<file path="src/rtl/sgpic_pkg.sv">
// Shared constants, enumerations and carrier structs for the poll/IFC unit
package sgpic_pkg;

  // Command opcodes
  localparam logic [7:0] OP_SERIAL_POLL = 8'hd3;
  localparam logic [7:0] OP_SET_RESPONSE = 8'hd4;
  localparam logic [7:0] OP_IFC = 8'hd5;

  // Field positions inside the command bytes
  localparam int ADDR_MSB = 7;
  localparam int ADDR_LSB = 3;
  localparam int MODE_BIT = 2;
  localparam int RQS_BIT = 6;
  localparam int ADDR_W = ADDR_MSB - ADDR_LSB + 1;

  // Sense keys
  localparam logic [3:0] SENSE_NONE = 4'h0;
  localparam logic [3:0] SENSE_ILLEGAL = 4'h5;
  localparam logic [3:0] SENSE_ERROR = 4'h9;

  // Status and message bytes
  localparam logic [7:0] STATUS_GOOD = 8'h00;
  localparam logic [7:0] STATUS_CHECK = 8'h02;
  localparam logic [7:0] MSG_COMPLETE = 8'h00;
  localparam logic [7:0] POLL_NO_ANSWER = 8'hff;
  localparam logic [7:0] BYTE_ZERO = 8'h00;

  // Timing
  localparam int unsigned CLK_MHZ = 250;
  localparam int unsigned IFC_TIME_US = 500;
  localparam int unsigned IFC_MIN_US = 100;
  localparam int unsigned POLL_LIMIT_MS = 100;
  localparam int unsigned IFC_CYCLES = IFC_TIME_US * CLK_MHZ;
  localparam int unsigned IFC_MIN_CYCLES = IFC_MIN_US * CLK_MHZ;
  localparam int unsigned POLL_CYCLES = POLL_LIMIT_MS * CLK_MHZ * 1000;
  localparam int CNT_W = 32;
  localparam logic [CNT_W-1:0] CNT_ZERO = 32'h0000_0000;
  localparam logic [CNT_W-1:0] CNT_ONE = 32'h0000_0001;

  typedef enum logic [2:0] {
    PH_BUS_FREE,
    PH_COMMAND,
    PH_DATA_IN,
    PH_STATUS,
    PH_MSG_IN
  } sgpic_phase_t;

  typedef enum logic [1:0] {
    ERR_NONE,
    BUS_ABORT_ERROR,
    NOT_SYSTEM_CONTROLLER_ERROR
  } sgpic_err_t;

  typedef enum logic [2:0] {
    ST_IDLE,
    ST_DECODE,
    ST_IFC,
    ST_POLL,
    ST_DATA,
    ST_STATUS,
    ST_MSG
  } sgpic_fsm_t;

  typedef struct packed {
    logic [7:0] opcode;
    logic [7:0] byte1;
    logic [7:0] byte2;
    logic [7:0] byte3;
    logic [7:0] byte4;
    logic [7:0] byte5;
  } sgpic_cdb_t;

  typedef struct packed {
    logic              req;
    logic [ADDR_W-1:0] primary;
    logic [ADDR_W-1:0] secondary;
    logic              secValid;
  } sgpic_poll_t;

  typedef struct packed {
    sgpic_fsm_t       fsm;
    sgpic_phase_t     phase;
    sgpic_cdb_t       cdb;
    logic [7:0]       xferByte;
    logic             xferValid;
    sgpic_poll_t      poll;
    logic             ifc;
    logic             ren;
    logic             srq;
    logic             cic;
    logic             sysCtl;
    logic             firstDone;
    logic             autoIfc;
    logic             checkCond;
    logic [3:0]       senseKey;
    sgpic_err_t       errCode;
    logic [7:0]       spResp;
    logic [7:0]       spOut;
    logic [7:0]       pollResult;
    logic             extPollLast;
    logic [CNT_W-1:0] cnt;
    logic             busy;
  } sgpic_state_t;

endpackage : sgpic_pkg

</file>
<file path="src/rtl/sgpic_sync.sv">
// Three-stage pin synchroniser with agreement filter
`timescale 1ns/1ps
module sgpic_sync #(
  parameter int W = 1
) (
  input  wire logic         clk,
  input  wire logic         rst_b,
  input  wire logic [W-1:0] pinIn,
  output logic      [W-1:0] syncOut
);

  typedef struct packed {
    logic [W-1:0] s1;
    logic [W-1:0] s2;
    logic [W-1:0] s3;
    logic [W-1:0] q;
  } sgpic_sync_st_t;

  sgpic_sync_st_t syncReg;
  sgpic_sync_st_t syncNext;

  always_comb begin
    syncNext = syncReg;
    syncNext.s1 = pinIn;
    syncNext.s2 = syncReg.s1;
    syncNext.s3 = syncReg.s2;
    // Only accept a level that held for two stages
    if (syncReg.s2 == syncReg.s3) begin
      syncNext.q = syncReg.s3;
    end
  end

  always_ff @(posedge clk) begin
    if (!rst_b) begin
      syncReg <= '0;
    end else begin
      syncReg <= syncNext;
    end
  end

  assign syncOut = syncReg.q;

endmodule : sgpic_sync

</file>
<file path="src/rtl/sgpic_cmd.sv">
// Serial poll, poll response and interface clear command sequencer
//
// Overview of operation
// - Opcode D3 polls; byte1 7..3 primary, byte2 7..3 secondary, bit2 mode.
// - Secondary address is used only when the mode flag is one.
// - Poll the instrument and capture its status byte unaltered.
// - No answer within 1/10 s gives result FF and bus abort error.
// - Poll timeout also aborts with CHECK CONDITION and sense key error.
// - A completed poll returns exactly one byte in Data In.
// - First controller command with system control pulses IFC, then REN; code sets REN only after the automatic IFC of a D3 poll, not after D5.
// - Not controller-in-charge: abort poll, CHECK CONDITION, sense error.
// - Mode zero with nonzero secondary: abort, CHECK, illegal request.
// - Poll steps Command, Data In, Status, Message In phases.
// - Opcode D4 stores byte3 as the new poll response byte.
// - Return stored byte when polled externally; SRQ follows its bit 6.
// - Set response and IFC commands use Command, Status, Message In.
// - Opcode D5 drives IFC for 500 us and gives controller-in-charge.
// - The IFC pulse never lasts less than 100 us.
// - IFC without system control: error record, CHECK, sense error.
// - System control mode 1 takes, mode 0 releases; held after reset.
// - Sense key 5 is illegal request, 9 is general error.
`timescale 1ns/1ps
module sgpic_cmd #(
  parameter int unsigned IFC_LEN     = sgpic_pkg::IFC_CYCLES,
  parameter int unsigned IFC_MIN_LEN = sgpic_pkg::IFC_MIN_CYCLES,
  parameter int unsigned POLL_LEN    = sgpic_pkg::POLL_CYCLES
) (
  input  wire logic                              clk,
  input  wire logic                              rst_b,
  input  wire logic                              cmdValid,
  input  wire sgpic_pkg::sgpic_cdb_t             cmdBlock,
  input  wire logic                              byteTaken,
  input  wire logic                              pollDone,
  input  wire logic [7:0]                        pollByte,
  input  wire logic                              sysCtlWrite,
  input  wire logic                              sysCtlMode,
  input  wire logic                              ctlPassed,
  input  wire logic                              extPollPin,
  output sgpic_pkg::sgpic_phase_t                busPhase,
  output logic [7:0]                             xferByte,
  output logic                                   xferValid,
  output sgpic_pkg::sgpic_poll_t                 pollCtl,
  output logic                                   ifcActive,
  output logic                                   renActive,
  output logic                                   srqActive,
  output logic                                   cicActive,
  output logic                                   sysCtlActive,
  output logic [3:0]                             senseKey,
  output sgpic_pkg::sgpic_err_t                  errorCode,
  output logic [7:0]                             spByteOut,
  output logic [7:0]                             pollResult,
  output logic                                   cmdBusy
);

  // Never let a short setting cut the pulse below the bus minimum
  localparam int unsigned IFC_EFF =
    (IFC_LEN < IFC_MIN_LEN) ? IFC_MIN_LEN : IFC_LEN;
  localparam logic [sgpic_pkg::CNT_W-1:0] IFC_LAST =
    sgpic_pkg::CNT_W'(IFC_EFF - 1);
  localparam logic [sgpic_pkg::CNT_W-1:0] POLL_LAST =
    sgpic_pkg::CNT_W'(POLL_LEN - 1);

  sgpic_pkg::sgpic_state_t stateReg;
  sgpic_pkg::sgpic_state_t stateNext;
  logic                    extPollSync;

  //////////////////////////////////////////////////////////////////////////
  // Pin synchroniser for another controller polling us

  sgpic_sync #(
    .W (1)
  ) u_ext_poll_sync (
    .clk     (clk),
    .rst_b   (rst_b),
    .pinIn   (extPollPin),
    .syncOut (extPollSync)
  );

  //////////////////////////////////////////////////////////////////////////
  // Helpers

  function automatic sgpic_pkg::sgpic_state_t startPoll(
    input sgpic_pkg::sgpic_state_t st
  );
    sgpic_pkg::sgpic_state_t r;
    r = st;
    r.poll.req = 1'b1;
    r.poll.primary =
      st.cdb.byte1[sgpic_pkg::ADDR_MSB:sgpic_pkg::ADDR_LSB];
    r.poll.secValid = st.cdb.byte2[sgpic_pkg::MODE_BIT];
    r.poll.secondary = st.cdb.byte2[sgpic_pkg::MODE_BIT] ?
      st.cdb.byte2[sgpic_pkg::ADDR_MSB:sgpic_pkg::ADDR_LSB] :
      '0;
    r.cnt = sgpic_pkg::CNT_ZERO;
    r.fsm = sgpic_pkg::ST_POLL;
    return r;
  endfunction : startPoll

  function automatic sgpic_pkg::sgpic_state_t failCmd(
    input sgpic_pkg::sgpic_state_t st,
    input logic [3:0]              key
  );
    sgpic_pkg::sgpic_state_t r;
    r = st;
    r.checkCond = 1'b1;
    r.senseKey = key;
    r.fsm = sgpic_pkg::ST_STATUS;
    return r;
  endfunction : failCmd

  function automatic sgpic_pkg::sgpic_state_t startIfc(
    input sgpic_pkg::sgpic_state_t st,
    input logic                    isAuto
  );
    sgpic_pkg::sgpic_state_t r;
    r = st;
    r.ifc = 1'b1;
    r.autoIfc = isAuto;
    r.cnt = sgpic_pkg::CNT_ZERO;
    r.fsm = sgpic_pkg::ST_IFC;
    return r;
  endfunction : startIfc

  //////////////////////////////////////////////////////////////////////////
  // Next state

  always_comb begin
    stateNext = stateReg;
    stateNext.extPollLast = extPollSync;
    stateNext.srq = stateReg.spResp[sgpic_pkg::RQS_BIT];
    if (extPollSync && !stateReg.extPollLast) begin
      stateNext.spOut = stateReg.spResp;
    end
    if (sysCtlWrite) begin
      stateNext.sysCtl = sysCtlMode;
    end
    // Passing control away only drops the controller role
    if (ctlPassed) begin
      stateNext.cic = 1'b0;
    end

    case (stateReg.fsm)
      sgpic_pkg::ST_IDLE: begin
        stateNext.phase = sgpic_pkg::PH_BUS_FREE;
        if (cmdValid) begin
          stateNext.cdb = cmdBlock;
          stateNext.phase = sgpic_pkg::PH_COMMAND;
          stateNext.fsm = sgpic_pkg::ST_DECODE;
          stateNext.busy = 1'b1;
        end
      end

      sgpic_pkg::ST_DECODE: begin
        stateNext.checkCond = 1'b0;
        stateNext.senseKey = sgpic_pkg::SENSE_NONE;
        stateNext.errCode = sgpic_pkg::ERR_NONE;
        case (stateReg.cdb.opcode)
          sgpic_pkg::OP_SERIAL_POLL: begin
            if (!stateReg.cdb.byte2[sgpic_pkg::MODE_BIT] &&
                (stateReg.cdb.byte2[sgpic_pkg::ADDR_MSB:sgpic_pkg::ADDR_LSB]
                 != '0)) begin
              stateNext = failCmd(stateNext,
                                  sgpic_pkg::SENSE_ILLEGAL);
            end else if (stateReg.cic) begin
              stateNext = startPoll(stateNext);
            end else if (stateReg.sysCtl && !stateReg.firstDone) begin
              stateNext = startIfc(stateNext, 1'b1);
            end else begin
              stateNext = failCmd(stateNext, sgpic_pkg::SENSE_ERROR);
            end
          end
          sgpic_pkg::OP_SET_RESPONSE: begin
            stateNext.spResp = stateReg.cdb.byte3;
            stateNext.fsm = sgpic_pkg::ST_STATUS;
          end
          sgpic_pkg::OP_IFC: begin
            if (stateReg.sysCtl) begin
              stateNext = startIfc(stateNext, 1'b0);
            end else begin
              stateNext.errCode =
                sgpic_pkg::NOT_SYSTEM_CONTROLLER_ERROR;
              stateNext = failCmd(stateNext, sgpic_pkg::SENSE_ERROR);
            end
          end
          default: begin
            stateNext = failCmd(stateNext, sgpic_pkg::SENSE_ILLEGAL);
          end
        endcase
      end

      sgpic_pkg::ST_IFC: begin
        stateNext.cnt = stateReg.cnt + sgpic_pkg::CNT_ONE;
        if (stateReg.cnt == IFC_LAST) begin
          stateNext.ifc = 1'b0;
          stateNext.cic = 1'b1;
          stateNext.firstDone = 1'b1;
          stateNext.cnt = sgpic_pkg::CNT_ZERO;
          if (stateReg.autoIfc) begin
            stateNext.ren = 1'b1;
            stateNext = startPoll(stateNext);
          end else begin
            stateNext.fsm = sgpic_pkg::ST_STATUS;
          end
        end
      end

      sgpic_pkg::ST_POLL: begin
        stateNext.cnt = stateReg.cnt + sgpic_pkg::CNT_ONE;
        // An answer in the limit cycle still counts as an answer
        if (pollDone) begin
          stateNext.poll.req = 1'b0;
          stateNext.pollResult = pollByte;
          stateNext.fsm = sgpic_pkg::ST_DATA;
        end else if (stateReg.cnt == POLL_LAST) begin
          stateNext.poll.req = 1'b0;
          stateNext.pollResult = sgpic_pkg::POLL_NO_ANSWER;
          stateNext.errCode = sgpic_pkg::BUS_ABORT_ERROR;
          stateNext = failCmd(stateNext, sgpic_pkg::SENSE_ERROR);
        end
      end

      sgpic_pkg::ST_DATA: begin
        stateNext.phase = sgpic_pkg::PH_DATA_IN;
        stateNext.xferByte = stateReg.pollResult;
        stateNext.xferValid = 1'b1;
        if (stateReg.xferValid && byteTaken) begin
          stateNext.xferValid = 1'b0;
          stateNext.fsm = sgpic_pkg::ST_STATUS;
        end
      end

      sgpic_pkg::ST_STATUS: begin
        stateNext.phase = sgpic_pkg::PH_STATUS;
        stateNext.xferByte = stateReg.checkCond ?
          sgpic_pkg::STATUS_CHECK : sgpic_pkg::STATUS_GOOD;
        stateNext.xferValid = 1'b1;
        if (stateReg.xferValid && byteTaken &&
            stateReg.phase == sgpic_pkg::PH_STATUS) begin
          stateNext.xferValid = 1'b0;
          stateNext.fsm = sgpic_pkg::ST_MSG;
        end
      end

      sgpic_pkg::ST_MSG: begin
        stateNext.phase = sgpic_pkg::PH_MSG_IN;
        stateNext.xferByte = sgpic_pkg::MSG_COMPLETE;
        stateNext.xferValid = 1'b1;
        if (stateReg.xferValid && byteTaken &&
            stateReg.phase == sgpic_pkg::PH_MSG_IN) begin
          stateNext.xferValid = 1'b0;
          stateNext.phase = sgpic_pkg::PH_BUS_FREE;
          stateNext.fsm = sgpic_pkg::ST_IDLE;
          stateNext.busy = 1'b0;
        end
      end

      default: begin
        stateNext.fsm = sgpic_pkg::ST_IDLE;
        stateNext.busy = 1'b0;
      end
    endcase
  end

  //////////////////////////////////////////////////////////////////////////
  // State register

  always_ff @(posedge clk) begin
    if (!rst_b) begin
      stateReg <= '0;
      stateReg.fsm <= sgpic_pkg::ST_IDLE;
      stateReg.phase <= sgpic_pkg::PH_BUS_FREE;
      stateReg.errCode <= sgpic_pkg::ERR_NONE;
      stateReg.sysCtl <= 1'b1;
      stateReg.pollResult <= sgpic_pkg::BYTE_ZERO;
    end else begin
      stateReg <= stateNext;
    end
  end

  //////////////////////////////////////////////////////////////////////////
  // Outputs, all straight from the state register

  assign busPhase = stateReg.phase;
  assign xferByte = stateReg.xferByte;
  assign xferValid = stateReg.xferValid;
  assign pollCtl = stateReg.poll;
  assign ifcActive = stateReg.ifc;
  assign renActive = stateReg.ren;
  assign srqActive = stateReg.srq;
  assign cicActive = stateReg.cic;
  assign sysCtlActive = stateReg.sysCtl;
  assign senseKey = stateReg.senseKey;
  assign errorCode = stateReg.errCode;
  assign spByteOut = stateReg.spOut;
  assign pollResult = stateReg.pollResult;
  // Busy is its own flop so the port carries no decode glitches
  assign cmdBusy = stateReg.busy;

endmodule : sgpic_cmd

</file>
<file path="config.mk">
export PLATFORM = sky130hd
export DESIGN_NAME = sgpic_cmd
export DESIGN_NICKNAME = d
export VERILOG_FILES = /design/src/rtl/sgpic_pkg.sv /design/src/rtl/sgpic_sync.sv /design/src/rtl/sgpic_cmd.sv
export SDC_FILE = /design/constraint.sdc
export NUM_CORES = 1
export LEC_CHECK = 0
export BUFFER_PORTS_ARGS = -buffer_cell sky130_fd_sc_hd__clkbuf_2
export CORE_ASPECT_RATIO = 0.8
export CORE_MARGIN = 2
export CORE_UTILIZATION = 55
export DETAILED_ROUTE_END_ITERATION = 10
export HOLD_SLACK_MARGIN = 0.12
export PLACE_DENSITY = 0.8
export SYNTH_ARGS = -nofsm -noshare
export SYNTH_HDL_FRONTEND = slang
export SYNTH_SLANG_ARGS = --single-unit
</file>
<file path="constraint.sdc">
create_clock -name clk -period 3.2 [get_ports clk]
set_clock_uncertainty 0.1 [all_clocks]
set_input_delay 0.64 -clock clk [delete_from_list [all_inputs] [get_ports clk]]
set_output_delay 0.64 -clock clk [all_outputs]
set_load 0.02 [all_outputs]
</file>
==> results of run 1 <==
[metal layers]
metal  share of wire (%)  GRT usage, %  up-vias  wire length (um)
met3                 7.2          7.34       18              1020
met2                  47          42.3      203              6620
met5                   0             0        -                 0
li1                    -             -     2463                 -
met4                 1.1          8.43        0               163
met1                  45          32.2     2430              6390
[final timing paths]
check | from | end | slack, ns
worst max register to register | stateReg[144] | stateReg[13] | 0.59
worst min register to register | u_ext_poll_sync.syncNext[2] | u_ext_poll_sync.syncNext[1] | 0.33
worst max-delay path | stateReg[144] | stateReg[13] | 0.59
worst min-delay path | u_ext_poll_sync.syncNext[2] | u_ext_poll_sync.syncNext[1] | 0.33
[cells in the mapped netlist, types with 7 or more instances]
master | count | area share (%)
dfxtp_1 | 128 | 44
nand2_1 | 93 | 5.9
nor2_1 | 80 | 5.1
a21oi_1 | 51 | 4.3
buf_4 | 46 | 5.9
clkbuf_1 | 25 | 1.6
mux2i_1 | 24 | 4.1
o21ai_0 | 16 | 1.4
nand4_1 | 13 | 1.4
nor3_1 | 13 | 1.1
xnor2_1 | 13 | 1.9
nand3_1 | 12 | 1.0
inv_1 | 10 | 0.64
xor2_1 | 10 | 1.5
and2_1 | 9 | 0.96
a22oi_1 | 8 | 1.0
o221a_2 | 8 | 1.5
and3_1 | 7 | 0.75
o211ai_1 | 7 | 0.89
[flip-flops by register name, indices dropped and copies added, names as in the netlist, 2 cells and up]
signal / cells
pollCtl: 12
senseKey: 3
spByteOut: 8
busPhase: 3
errorCode: 2
pollResult: 8
u_ext_poll_sync.syncNext: 2
stateReg: 73
xferByte: 8
[layout make-up]
class	count	area share, %
Timing Repair Buffer	105	8.20
Tap cell	140	2.60
Sequential cell	128	38.0
Clock buffer	18	6.51
Multi-Input combinational cell	464	41.7
Clock inverter	13	2.41
Inverter	10	0.557
[stage by stage]
stage | power, uW | setup WS, ns | instances | utilization [%]
3_5_place_dp | 3190 | 0.636 | 847 | 59.5
6_report | 5130 | 0.592 | 878 | 65.3
3_3_place_gp | 3150 | 0.685 | 847 | 59.5
4_1_cts | 5140 | 0.628 | 878 | 65.3
2_1_floorplan | 2930 | 0.892 | 677 | -
5_1_grt | 5360 | 0.398 | 878 | 65.3
[kinds of logic (layout without fill, tap and decap cells)]
group | count (synthesis) | count (layout)
AND/OR/NAND/NOR | 273 | 273
AO/OA/AOI/OAI | 141 | 141
flip-flops | 128 | 128
buffers and inverters | 85 | 146
multiplexers | 25 | 25
XOR/XNOR | 23 | 23
adder cells (fa/ha/maj) | 1 | 1
other | 1 | 1
[worst max-delay path: stages (launching register included)]
cell      delay [ns]
dfxtp_1         0.70
nor2b_1         0.45
nand2b_1        0.33
nor2_1          0.28
a21oi_1         0.10
nand2_1         0.08
buf_4           0.30
nor2_1          0.11
[power by group]
part | internal [uW] | switching (uW) | total [uW]
logic | 429 | 756 | 1190
registers | 1780 | 216 | 1990
clock network | 1240 | 709 | 1950
==> results.json, run 1 <==
{
  "outcome": "finished clean",
  "die_y_um": 96.5,
  "synth-seq-cells": 128,
  "antenna_cells": 0,
  "grt_pass1_wl_um": 23000,
  "syn_inst": 677,
  "dieWidth_um": 120,
  "arrival_ns": 2.79,
  "final_common_cell": "dfxtp_1",
  "track_usage_pct": 25.4,
  "grt-ovfl-total": 0,
  "gp_congestion": 0.943,
  "syn_nets": 743,
  "multi_input_area_um2": 2810,
  "cts_sinks": 128,
  "ant_nets": 0,
  "cp_max_fo": 28,
  "synth_area_um2": 5880,
  "h-tree-depth": 4,
  "dr.first_iter.drc_count": 422,
  "grt_start_max_net_pins": 38,
  "ys.flop_type": "dfxtp_1",
  "end_kind": "flop",
  "rsz0062_at_grt": "no",
  "io_pins": 117,
  "finalHoldViolations": 0,
  "first_pass_iters": 8,
  "maxCapViolCount": 0,
  "core_um2": 10300,
  "vdd_drop_max_v": 0.000402,
  "synth_top_family_by_area": "simple AND/OR/NAND/NOR gates",
  "cts.reportedPaths.clkPinSlew_ns": 0.06,
  "critPathKind": "reg2reg",
  "ys_seq_area_share_pct": 43.6,
  "r2r_cells": 7,
  "fin_tns_setup_ns": 0,
  "maxSlewViolCount": 0,
  "post_drt_wl_per_cell_um": 16.2,
  "ctsResizeCount": 0,
  "synth_cell_types": 66,
  "synth_mux_area_share_pct": 4.28,
  "finalSetupViolations": 0,
  "clock_latency_ns": 0.41,
  "tightestPinTransition_ns": 1.07,
  "drc": 0,
  "synth_compound_area_share_pct": 16.8,
  "whs_ns": 0.333,
  "cts_root_buffer": "clkbuf_16",
  "layout-drive-gt1-share_pct": 22.1,
  "vias": 5114,
  "die_area_um2": 11500,
  "fin_area_um2": 6740,
  "drt-vias-per-instance": 5.82,
  "regArea_um2": 2560,
  "initial_core_util_pct": 56.9,
  "area_delta_synth_final_pct": 14.7,
  "dpl-instance-area_um2": 6140,
  "fillCellCount": 856,
  "grt_pass1_vias": 4764,
  "worst-endpoint-required_ns": 3.38,
  "io_buffers": 94,
  "min_path_cells": 1,
  "synth_adder_area_share_pct": 0.213,
  "postCtsHoldBufs": 0,
  "crit_path_start_kind": "flop",
  "post-route-min-period_ns": 2.61,
  "clockBufferDepth": 2,
  "slew_headroom_pct": 28.8,
  "synth-simple-area-share_pct": 22.9,
  "synth_edf_count": 0,
  "dpl.hpwl_um": 9820,
  "synth_xor_area_share_pct": 3.43,
  "drt-total-wl_um": 14200,
  "hp-class": "reg2reg",
  "numCtsBuffers": 17,
  "power_density_nw_per_um2": 761,
  "synth_warnings": 0,
  "period_share_pct": 81.5,
  "max_freq_ghz": 0.383,
  "cts_setup_buffers": 0,
  "final_cell_mix": "dfxtp_1, clkbuf_2, nand2_1",
  "syn_area_per_cell_um2": 8.68,
  "cts_tree": "built",
  "rows": 33,
  "leakage_uw": 0.00263,
  "fin_nets": 792,
  "antenna_found_initial": 0,
  "ys_async_sr_fraction_pct": 0
}
(Power assumes the default switching activity.)
==> inputs of run 2 (changes only) <==
--- a/config.mk
+++ b/config.mk
@@ -5,13 +5,14 @@
 export SDC_FILE = /design/constraint.sdc
 export NUM_CORES = 1
 export LEC_CHECK = 0
+export ABC_AREA = 1
 export BUFFER_PORTS_ARGS = -buffer_cell sky130_fd_sc_hd__clkbuf_2
 export CORE_ASPECT_RATIO = 0.8
 export CORE_MARGIN = 2
-export CORE_UTILIZATION = 55
+export CORE_UTILIZATION = 57
 export DETAILED_ROUTE_END_ITERATION = 10
 export HOLD_SLACK_MARGIN = 0.12
-export PLACE_DENSITY = 0.8
+export PLACE_DENSITY = 0.81
 export SYNTH_ARGS = -nofsm -noshare
 export SYNTH_HDL_FRONTEND = slang
 export SYNTH_SLANG_ARGS = --single-unit
==> constraint.sdc (replaced) <==
create_clock -name clk -period 2.4 [get_ports clk]
set_clock_uncertainty 0.1 [all_clocks]
set_input_delay 0.48 -clock clk [delete_from_list [all_inputs] [get_ports clk]]
set_output_delay 0.48 -clock clk [all_outputs]
set_load 0.02 [all_outputs]
==> run 2 against run 1 <==
Non-clock buffer count is 15 higher; count of clock-buffer cells in the layout down 1; final cell count increased by 43%; setup slack got worse by 0.28 ns; cell area up 16%; routed wire length up 33%; sequential cell count stayed put; clock power up 42%; critical path type unchanged; highest routed layer unchanged.
==> results.json, run 2 <==
{
  "cp_max_fo": 6,
  "maxSlewViolCount": 0,
  "crit_slowest_cell": "nor3_1",
  "io_pins": 117,
  "dr.first_iter.drc_count": 848,
  "end_kind": "flop",
  "synth_most_common_cell": "nand2_1",
  "power_uw": 6650,
  "min_path_cells": 3,
  "ctsResizeCount": 0,
  "core_um2": 11600,
  "combPwrFrac_pct": 21.0,
  "drt-total-wl_um": 18900,
  "final_cell_mix": "nand2_1, dfxtp_1, nor2_1",
  "cts_sinks": 128,
  "gp_congestion": 0.975,
  "r2r_start": "stateReg[8]",
  "top_register": "stateReg",
  "clockBufferDepth": 2,
  "switching_power_uw": 2110,
  "grt_pass1_wl_um": 30600,
  "arrival_ns": 2.33,
  "clock_power_share_pct": 41.7,
  "fin_nets": 1163,
  "die_area_um2": 12900,
  "maxCapViolCount": 0,
  "wirelength_met1_um": 8730,
  "ant_nets": 0,
  "antenna_cells": 0,
  "r2r_cells": 8,
  "hold-path-endpoint": "u_ext_poll_sync.syncNext[2]",
  "h-tree-depth": 4,
  "crit_path_start_kind": "flop",
  "post_drt_wl_per_cell_um": 15.1,
  "slowest_delay_ns": 0.46,
  "synth_edf_count": 0,
  "clock_latency_ns": 0.42,
  "synth-seq-cells": 128,
  "drt-vias-per-instance": 5.53,
  "numCtsBuffers": 17,
  "worst-endpoint-required_ns": 2.64,
  "fin_tns_setup_ns": 0,
  "largest_register_ffs": 73,
  "cts_root_buffer": "clkbuf_16",
  "dieWidth_um": 127,
  "vdd_drop_max_v": 0.000583,
  "cp_num_buf_inv": 2,
  "max_freq_ghz": 0.478,
  "grt_pass1_vias": 6181,
  "hp-class": "in2reg",
  "final_common_cell": "nand2_1",
  "initial_core_util_pct": 59.1,
  "synth_cell_types": 35,
  "r2r-end": "stateReg[26]",
  "grt-ovfl-total": 0,
  "vias": 6952,
  "wl_met3_um": 2030,
  "dr_wl_met2_um": 7930,
  "die_y_um": 102,
  "track_usage_pct": 29.6,
  "synth_top_area_share_pct": 37.4,
  "drc": 0,
  "postCtsHoldBufs": 0,
  "post-route-min-period_ns": 2.09,
  "syn_nets": 1110,
  "maxUsedRoutingLayer": "met4",
  "slew_headroom_pct": 40.0,
  "finalSetupViolations": 0,
  "syn_area_per_cell_um2": 6.57,
  "critPathTopFamily": "simple AND/OR/NAND/NOR gates",
  "syn_inst": 1044,
  "rrSetupSlack_ns": 0.31,
  "dpl.hpwl_um": 13400,
  "cts.reportedPaths.clkPinSlew_ns": 0.06,
  "ys_seq_area_share_pct": 37.4,
  "rows": 35,
  "cts_setup_buffers": 0,
  "ys_async_sr_fraction_pct": 0,
  "layout-drive-gt1-share_pct": 16.0,
  "synth_warnings": 0,
  "worstPathCellList": "inv_1, nor3_1, inv_1, nor2_1, nand2_1, nand2_1, o211ai_1, a21oi_1",
  "io_buffers": 94,
  "ys.flop_type": "dfxtp_1",
  "min-delay-start": "extPollPin",
  "setup_ws_ns": 0.308,
  "grt_start_max_net_pins": 43,
  "rsz0062_at_grt": "no",
  "finalHoldViolations": 0,
  "outcome": "finished clean",
  "cts_tree": "built",
  "p_seq_share_pct": 37.3,
  "first_pass_iters": 6,
  "synth_area_um2": 6860,
  "swShare_pct": 31.8,
  "synth_common_cells": "nand2_1, dfxtp_1, nor2_1",
  "place_ws_ns": 0.388,
  "antenna_found_initial": 0,
  "period_share_pct": 87.2,
  "leakage_uw": 0.00340,
  "power_density_nw_per_um2": 851,
  "synthTopCellsByArea": "dfxtp_1, nand2_1, a21oi_1",
  "critPathKind": "reg2reg",
  "area_delta_synth_final_pct": 14.0,
  "synth_top_area_cell": "dfxtp_1",
  "p_int_uw": 4540,
  "tightestPinTransition_ns": 0.893
}
-- run 2: worst max-delay path by stage --
stage,from,end,slack (ns),cells after the start
4_1_cts,stateReg[2],pollCtl[0],0.36,11
3_3_place_gp,stateReg[2],pollCtl[11],0.45,8
5_1_grt,stateReg[8],stateReg[26],0.08,8
6_report,stateReg[8],stateReg[26],0.31,8
3_5_place_dp,stateReg[1],pollResult[3],0.39,7
2_1_floorplan,stateReg[1],pollCtl[6],0.64,11
-- run 2: logic make-up after synthesis --
family	Yosys count	synth area share (%)
AOI/OAI and AO/OA	196	15.5
xor gates and xnor gates	2	0.255
adders and majority gates	1	0.182
buffers and inverters	195	13.8
DFF	128	37.4
other	1	0.0547
and+or+nand+nor	521	32.7
-- run 2: layout make-up --
cell class                 instances  area (um^2)
fill                             999         3780
multi-input combinational        721         3350
sequential                       128         2560
timing repair buffer             120          691
clock buffer                      17          425
inverter                         109          409
clock inverter                    14          201
tap                              148          185
-- run 2: power by group through the flow --
stage                     Clock [uW]  Sequential [uW]  Combinational [uW]
final                           2770             2480                1400
after floorplan                    0             2500                1030
after CTS                       2800             2480                1380
after global placement             0             2510                1340
after global routing            2890             2500                1560
after detailed placement           0             2520                1350
-- run 2: metrics by stage --
step                      cells  util [%]  instance area, um^2  hold WS [ns]
after detailed placement   1226      62.0                 7190         0.305
after floorplan            1044         -                 6860         0.290
after global placement     1226      62.0                 7190         0.294
after CTS                  1257      67.4                 7820         0.147
final                      1257      67.4                 7820         0.156
after global routing       1257      67.4                 7820         0.169
-- run 2: layer usage --
| layer | up-vias | track usage [%] |
|---|---|---|
| li1 | 3459 | - |
| met1 | 3112 | 43.5 |
| met2 | 355 | 42.7 |
| met3 | 26 | 7.91 |
| met4 | 0 | 8.37 |
| met5 | - | 0 |
-- run 2: worst reg2reg max path, cell delays in order, from the launching register on --
cell	delay, ns
dfxtp_1	0.44
inv_1	0.11
nor3_1	0.46
inv_1	0.12
nor2_1	0.37
nand2_1	0.11
nand2_1	0.07
o211ai_1	0.08
a21oi_1	0.16
==> inputs of run 3 (changes only) <==
--- a/config.mk
+++ b/config.mk
@@ -7,7 +7,6 @@
 export LEC_CHECK = 0
 export ABC_AREA = 1
 export BUFFER_PORTS_ARGS = -buffer_cell sky130_fd_sc_hd__clkbuf_2
-export CORE_ASPECT_RATIO = 0.8
 export CORE_MARGIN = 2
 export CORE_UTILIZATION = 57
 export DETAILED_ROUTE_END_ITERATION = 10
==> run 3 against run 2 <==
Via count down 2.4%; power down 3.6%; count of clock-buffer cells in the layout up 4; critical endpoint is now pollCtl[4]; critical path type unchanged; global-route usage down 1.3 points; register-to-register slack worse by 0.03 ns; sequential power about the same; final cell count about the same; clock power down 7.2%; fmax down 1.3%; hold slack worse by 0.020 ns.
==> results.json, run 3 (same netlist as run 2, synthesis figures left out) <==
{
  "ant_nets": 0,
  "area_delta_synth_final_pct": 13.8,
  "drc": 0,
  "tightestPinTransition_ns": 0.770,
  "die_area_um2": 12900,
  "leakage_uw": 0.00339,
  "cts_sinks": 128,
  "hold-path-endpoint": "u_ext_poll_sync.syncNext[2]",
  "largest_register_ffs": 73,
  "min_path_cells": 3,
  "final_cell_mix": "nand2_1, dfxtp_1, nor2_1",
  "grt_pass1_vias": 6258,
  "drt-total-wl_um": 17700,
  "io_buffers": 94,
  "min-delay-start": "extPollPin",
  "cts_root_buffer": "clkbuf_16",
  "antenna_found_initial": 0,
  "r2r_start": "stateReg[1]",
  "crit_path_start_kind": "flop",
  "cts.reportedPaths.clkPinSlew_ns": 0.06,
  "fillCellCount": 1072,
  "max_freq_ghz": 0.472,
  "die_y_um": 114,
  "rows": 40,
  "regArea_um2": 2560,
  "slew_headroom_pct": 48.3,
  "track_usage_pct": 28.3,
  "drt-vias-per-instance": 5.40,
  "io_pins": 117,
  "critPathKind": "reg2reg",
  "rsz0062_at_grt": "no",
  "fin_tns_setup_ns": 0,
  "layout-drive-gt1-share_pct": 16.0,
  "power_density_nw_per_um2": 822,
  "first_pass_iters": 7,
  "rrSetupSlack_ns": 0.28,
  "dpl.hpwl_um": 12700,
  "fin_area_um2": 7810,
  "period_share_pct": 88.3,
  "clockBufferDepth": 2,
  "final_common_cell": "nand2_1",
  "numCtsBuffers": 17,
  "dpl-instance-area_um2": 7210,
  "initial_core_util_pct": 57.8,
  "finalHoldViolations": 0,
  "grt_pass1_wl_um": 29400,
  "cp_max_fo": 9,
  "worst-endpoint-required_ns": 2.61,
  "h-tree-depth": 4,
  "top_register": "stateReg",
  "end_kind": "flop",
  "core_um2": 11900,
  "r2r-end": "pollCtl[4]",
  "grt-ovfl-total": 0,
  "cts_tree": "built",
  "grt_start_max_net_pins": 42,
  "post_drt_wl_per_cell_um": 14.1,
  "gp_congestion": 0.998,
  "antenna_cells": 0,
  "hp-class": "in2reg",
  "maxCapViolCount": 0,
  "dr.first_iter.drc_count": 567,
  "vias": 6788,
  "post-route-min-period_ns": 2.12,
  "maxSlewViolCount": 0,
  "vdd_drop_max_v": 0.000633,
  "multi_input_area_um2": 3350,
  "finalSetupViolations": 0,
  "cts_setup_buffers": 0,
  "dieWidth_um": 114,
  "fin_nets": 1162,
  "clock_latency_ns": 0.43,
  "arrival_ns": 2.33,
  "r2r_cells": 11,
  "outcome": "finished clean"
}
-- run 3: cell count changes in the layout (fill, tap and decap cells not counted), sizes merged --
cell / before / now
buf: 26 / 25
clkinvlp: 2 / 1
clkinv: 2 / 6
bufinv: 4 / 2
clkbuf: 111 / 115
inv: 115 / 111
-- run 3: critical path, cell delays in order (launching register included) --
cell,delay [ns]
dfxtp_1,0.44
ha_1,0.27
inv_1,0.11
nor2_1,0.11
nand2_1,0.07
inv_1,0.06
nand2_1,0.07
nor2_4,0.24
nand3_2,0.16
buf_4,0.21
nand3_1,0.08
a21oi_1,0.08
-- run 3: how the worst max path moves through the flow --
stage,startpoint,to
global placement,stateReg[1],pollCtl[7]
CTS,stateReg[1],pollCtl[4]
finish,stateReg[1],pollCtl[4]
detailed placement,stateReg[1],pollCtl[7]
floorplan,stateReg[1],pollCtl[6]
global route,stateReg[1],pollCtl[0]
-- run 3: repair_timing --
item                                    in CTS  in global routing
resized for setup                            0                  2
endpoints found under the setup margin       0                  6
hold buffers                                 0                  0
-- run 3: per-stage QoR --
step / util (%) / hold slack (ns) / std cells / power (uW) / setup WS (ns)
after CTS: 65.8 / 0.135 / 1256 / 6410 / 0.259
after detailed placement: 60.8 / 0.303 / 1224 / 3870 / 0.271
after global placement: 60.8 / 0.296 / 1224 / 3840 / 0.330
after floorplan: - / 0.290 / 1044 / 3530 / 0.637
final: 65.8 / 0.137 / 1256 / 6410 / 0.281
after global routing: 65.8 / 0.147 / 1256 / 6720 / 0.0240
-- run 3: final cells by class --
cell class	instances	share of cell area (%)
multi-input combinational	721	42.9
sequential	128	32.8
timing repair buffer	119	9.07
clock buffer	21	5.90
inverter	109	5.24
tap	147	2.36
clock inverter	11	1.67
-- run 3: layer usage --
layer,wire [um],track usage [%],up-vias
met5,0,0,-
met4,286,9.84,0
met3,1290,7.65,25
met2,8150,45.7,230
met1,7930,36.8,3069
li1,-,-,3464
-- run 3: where the power goes --
group	internal [uW]	total [uW]	switching, uW
Clock	1590	2570	976
Sequential	2330	2510	179
Combinational	448	1340	888
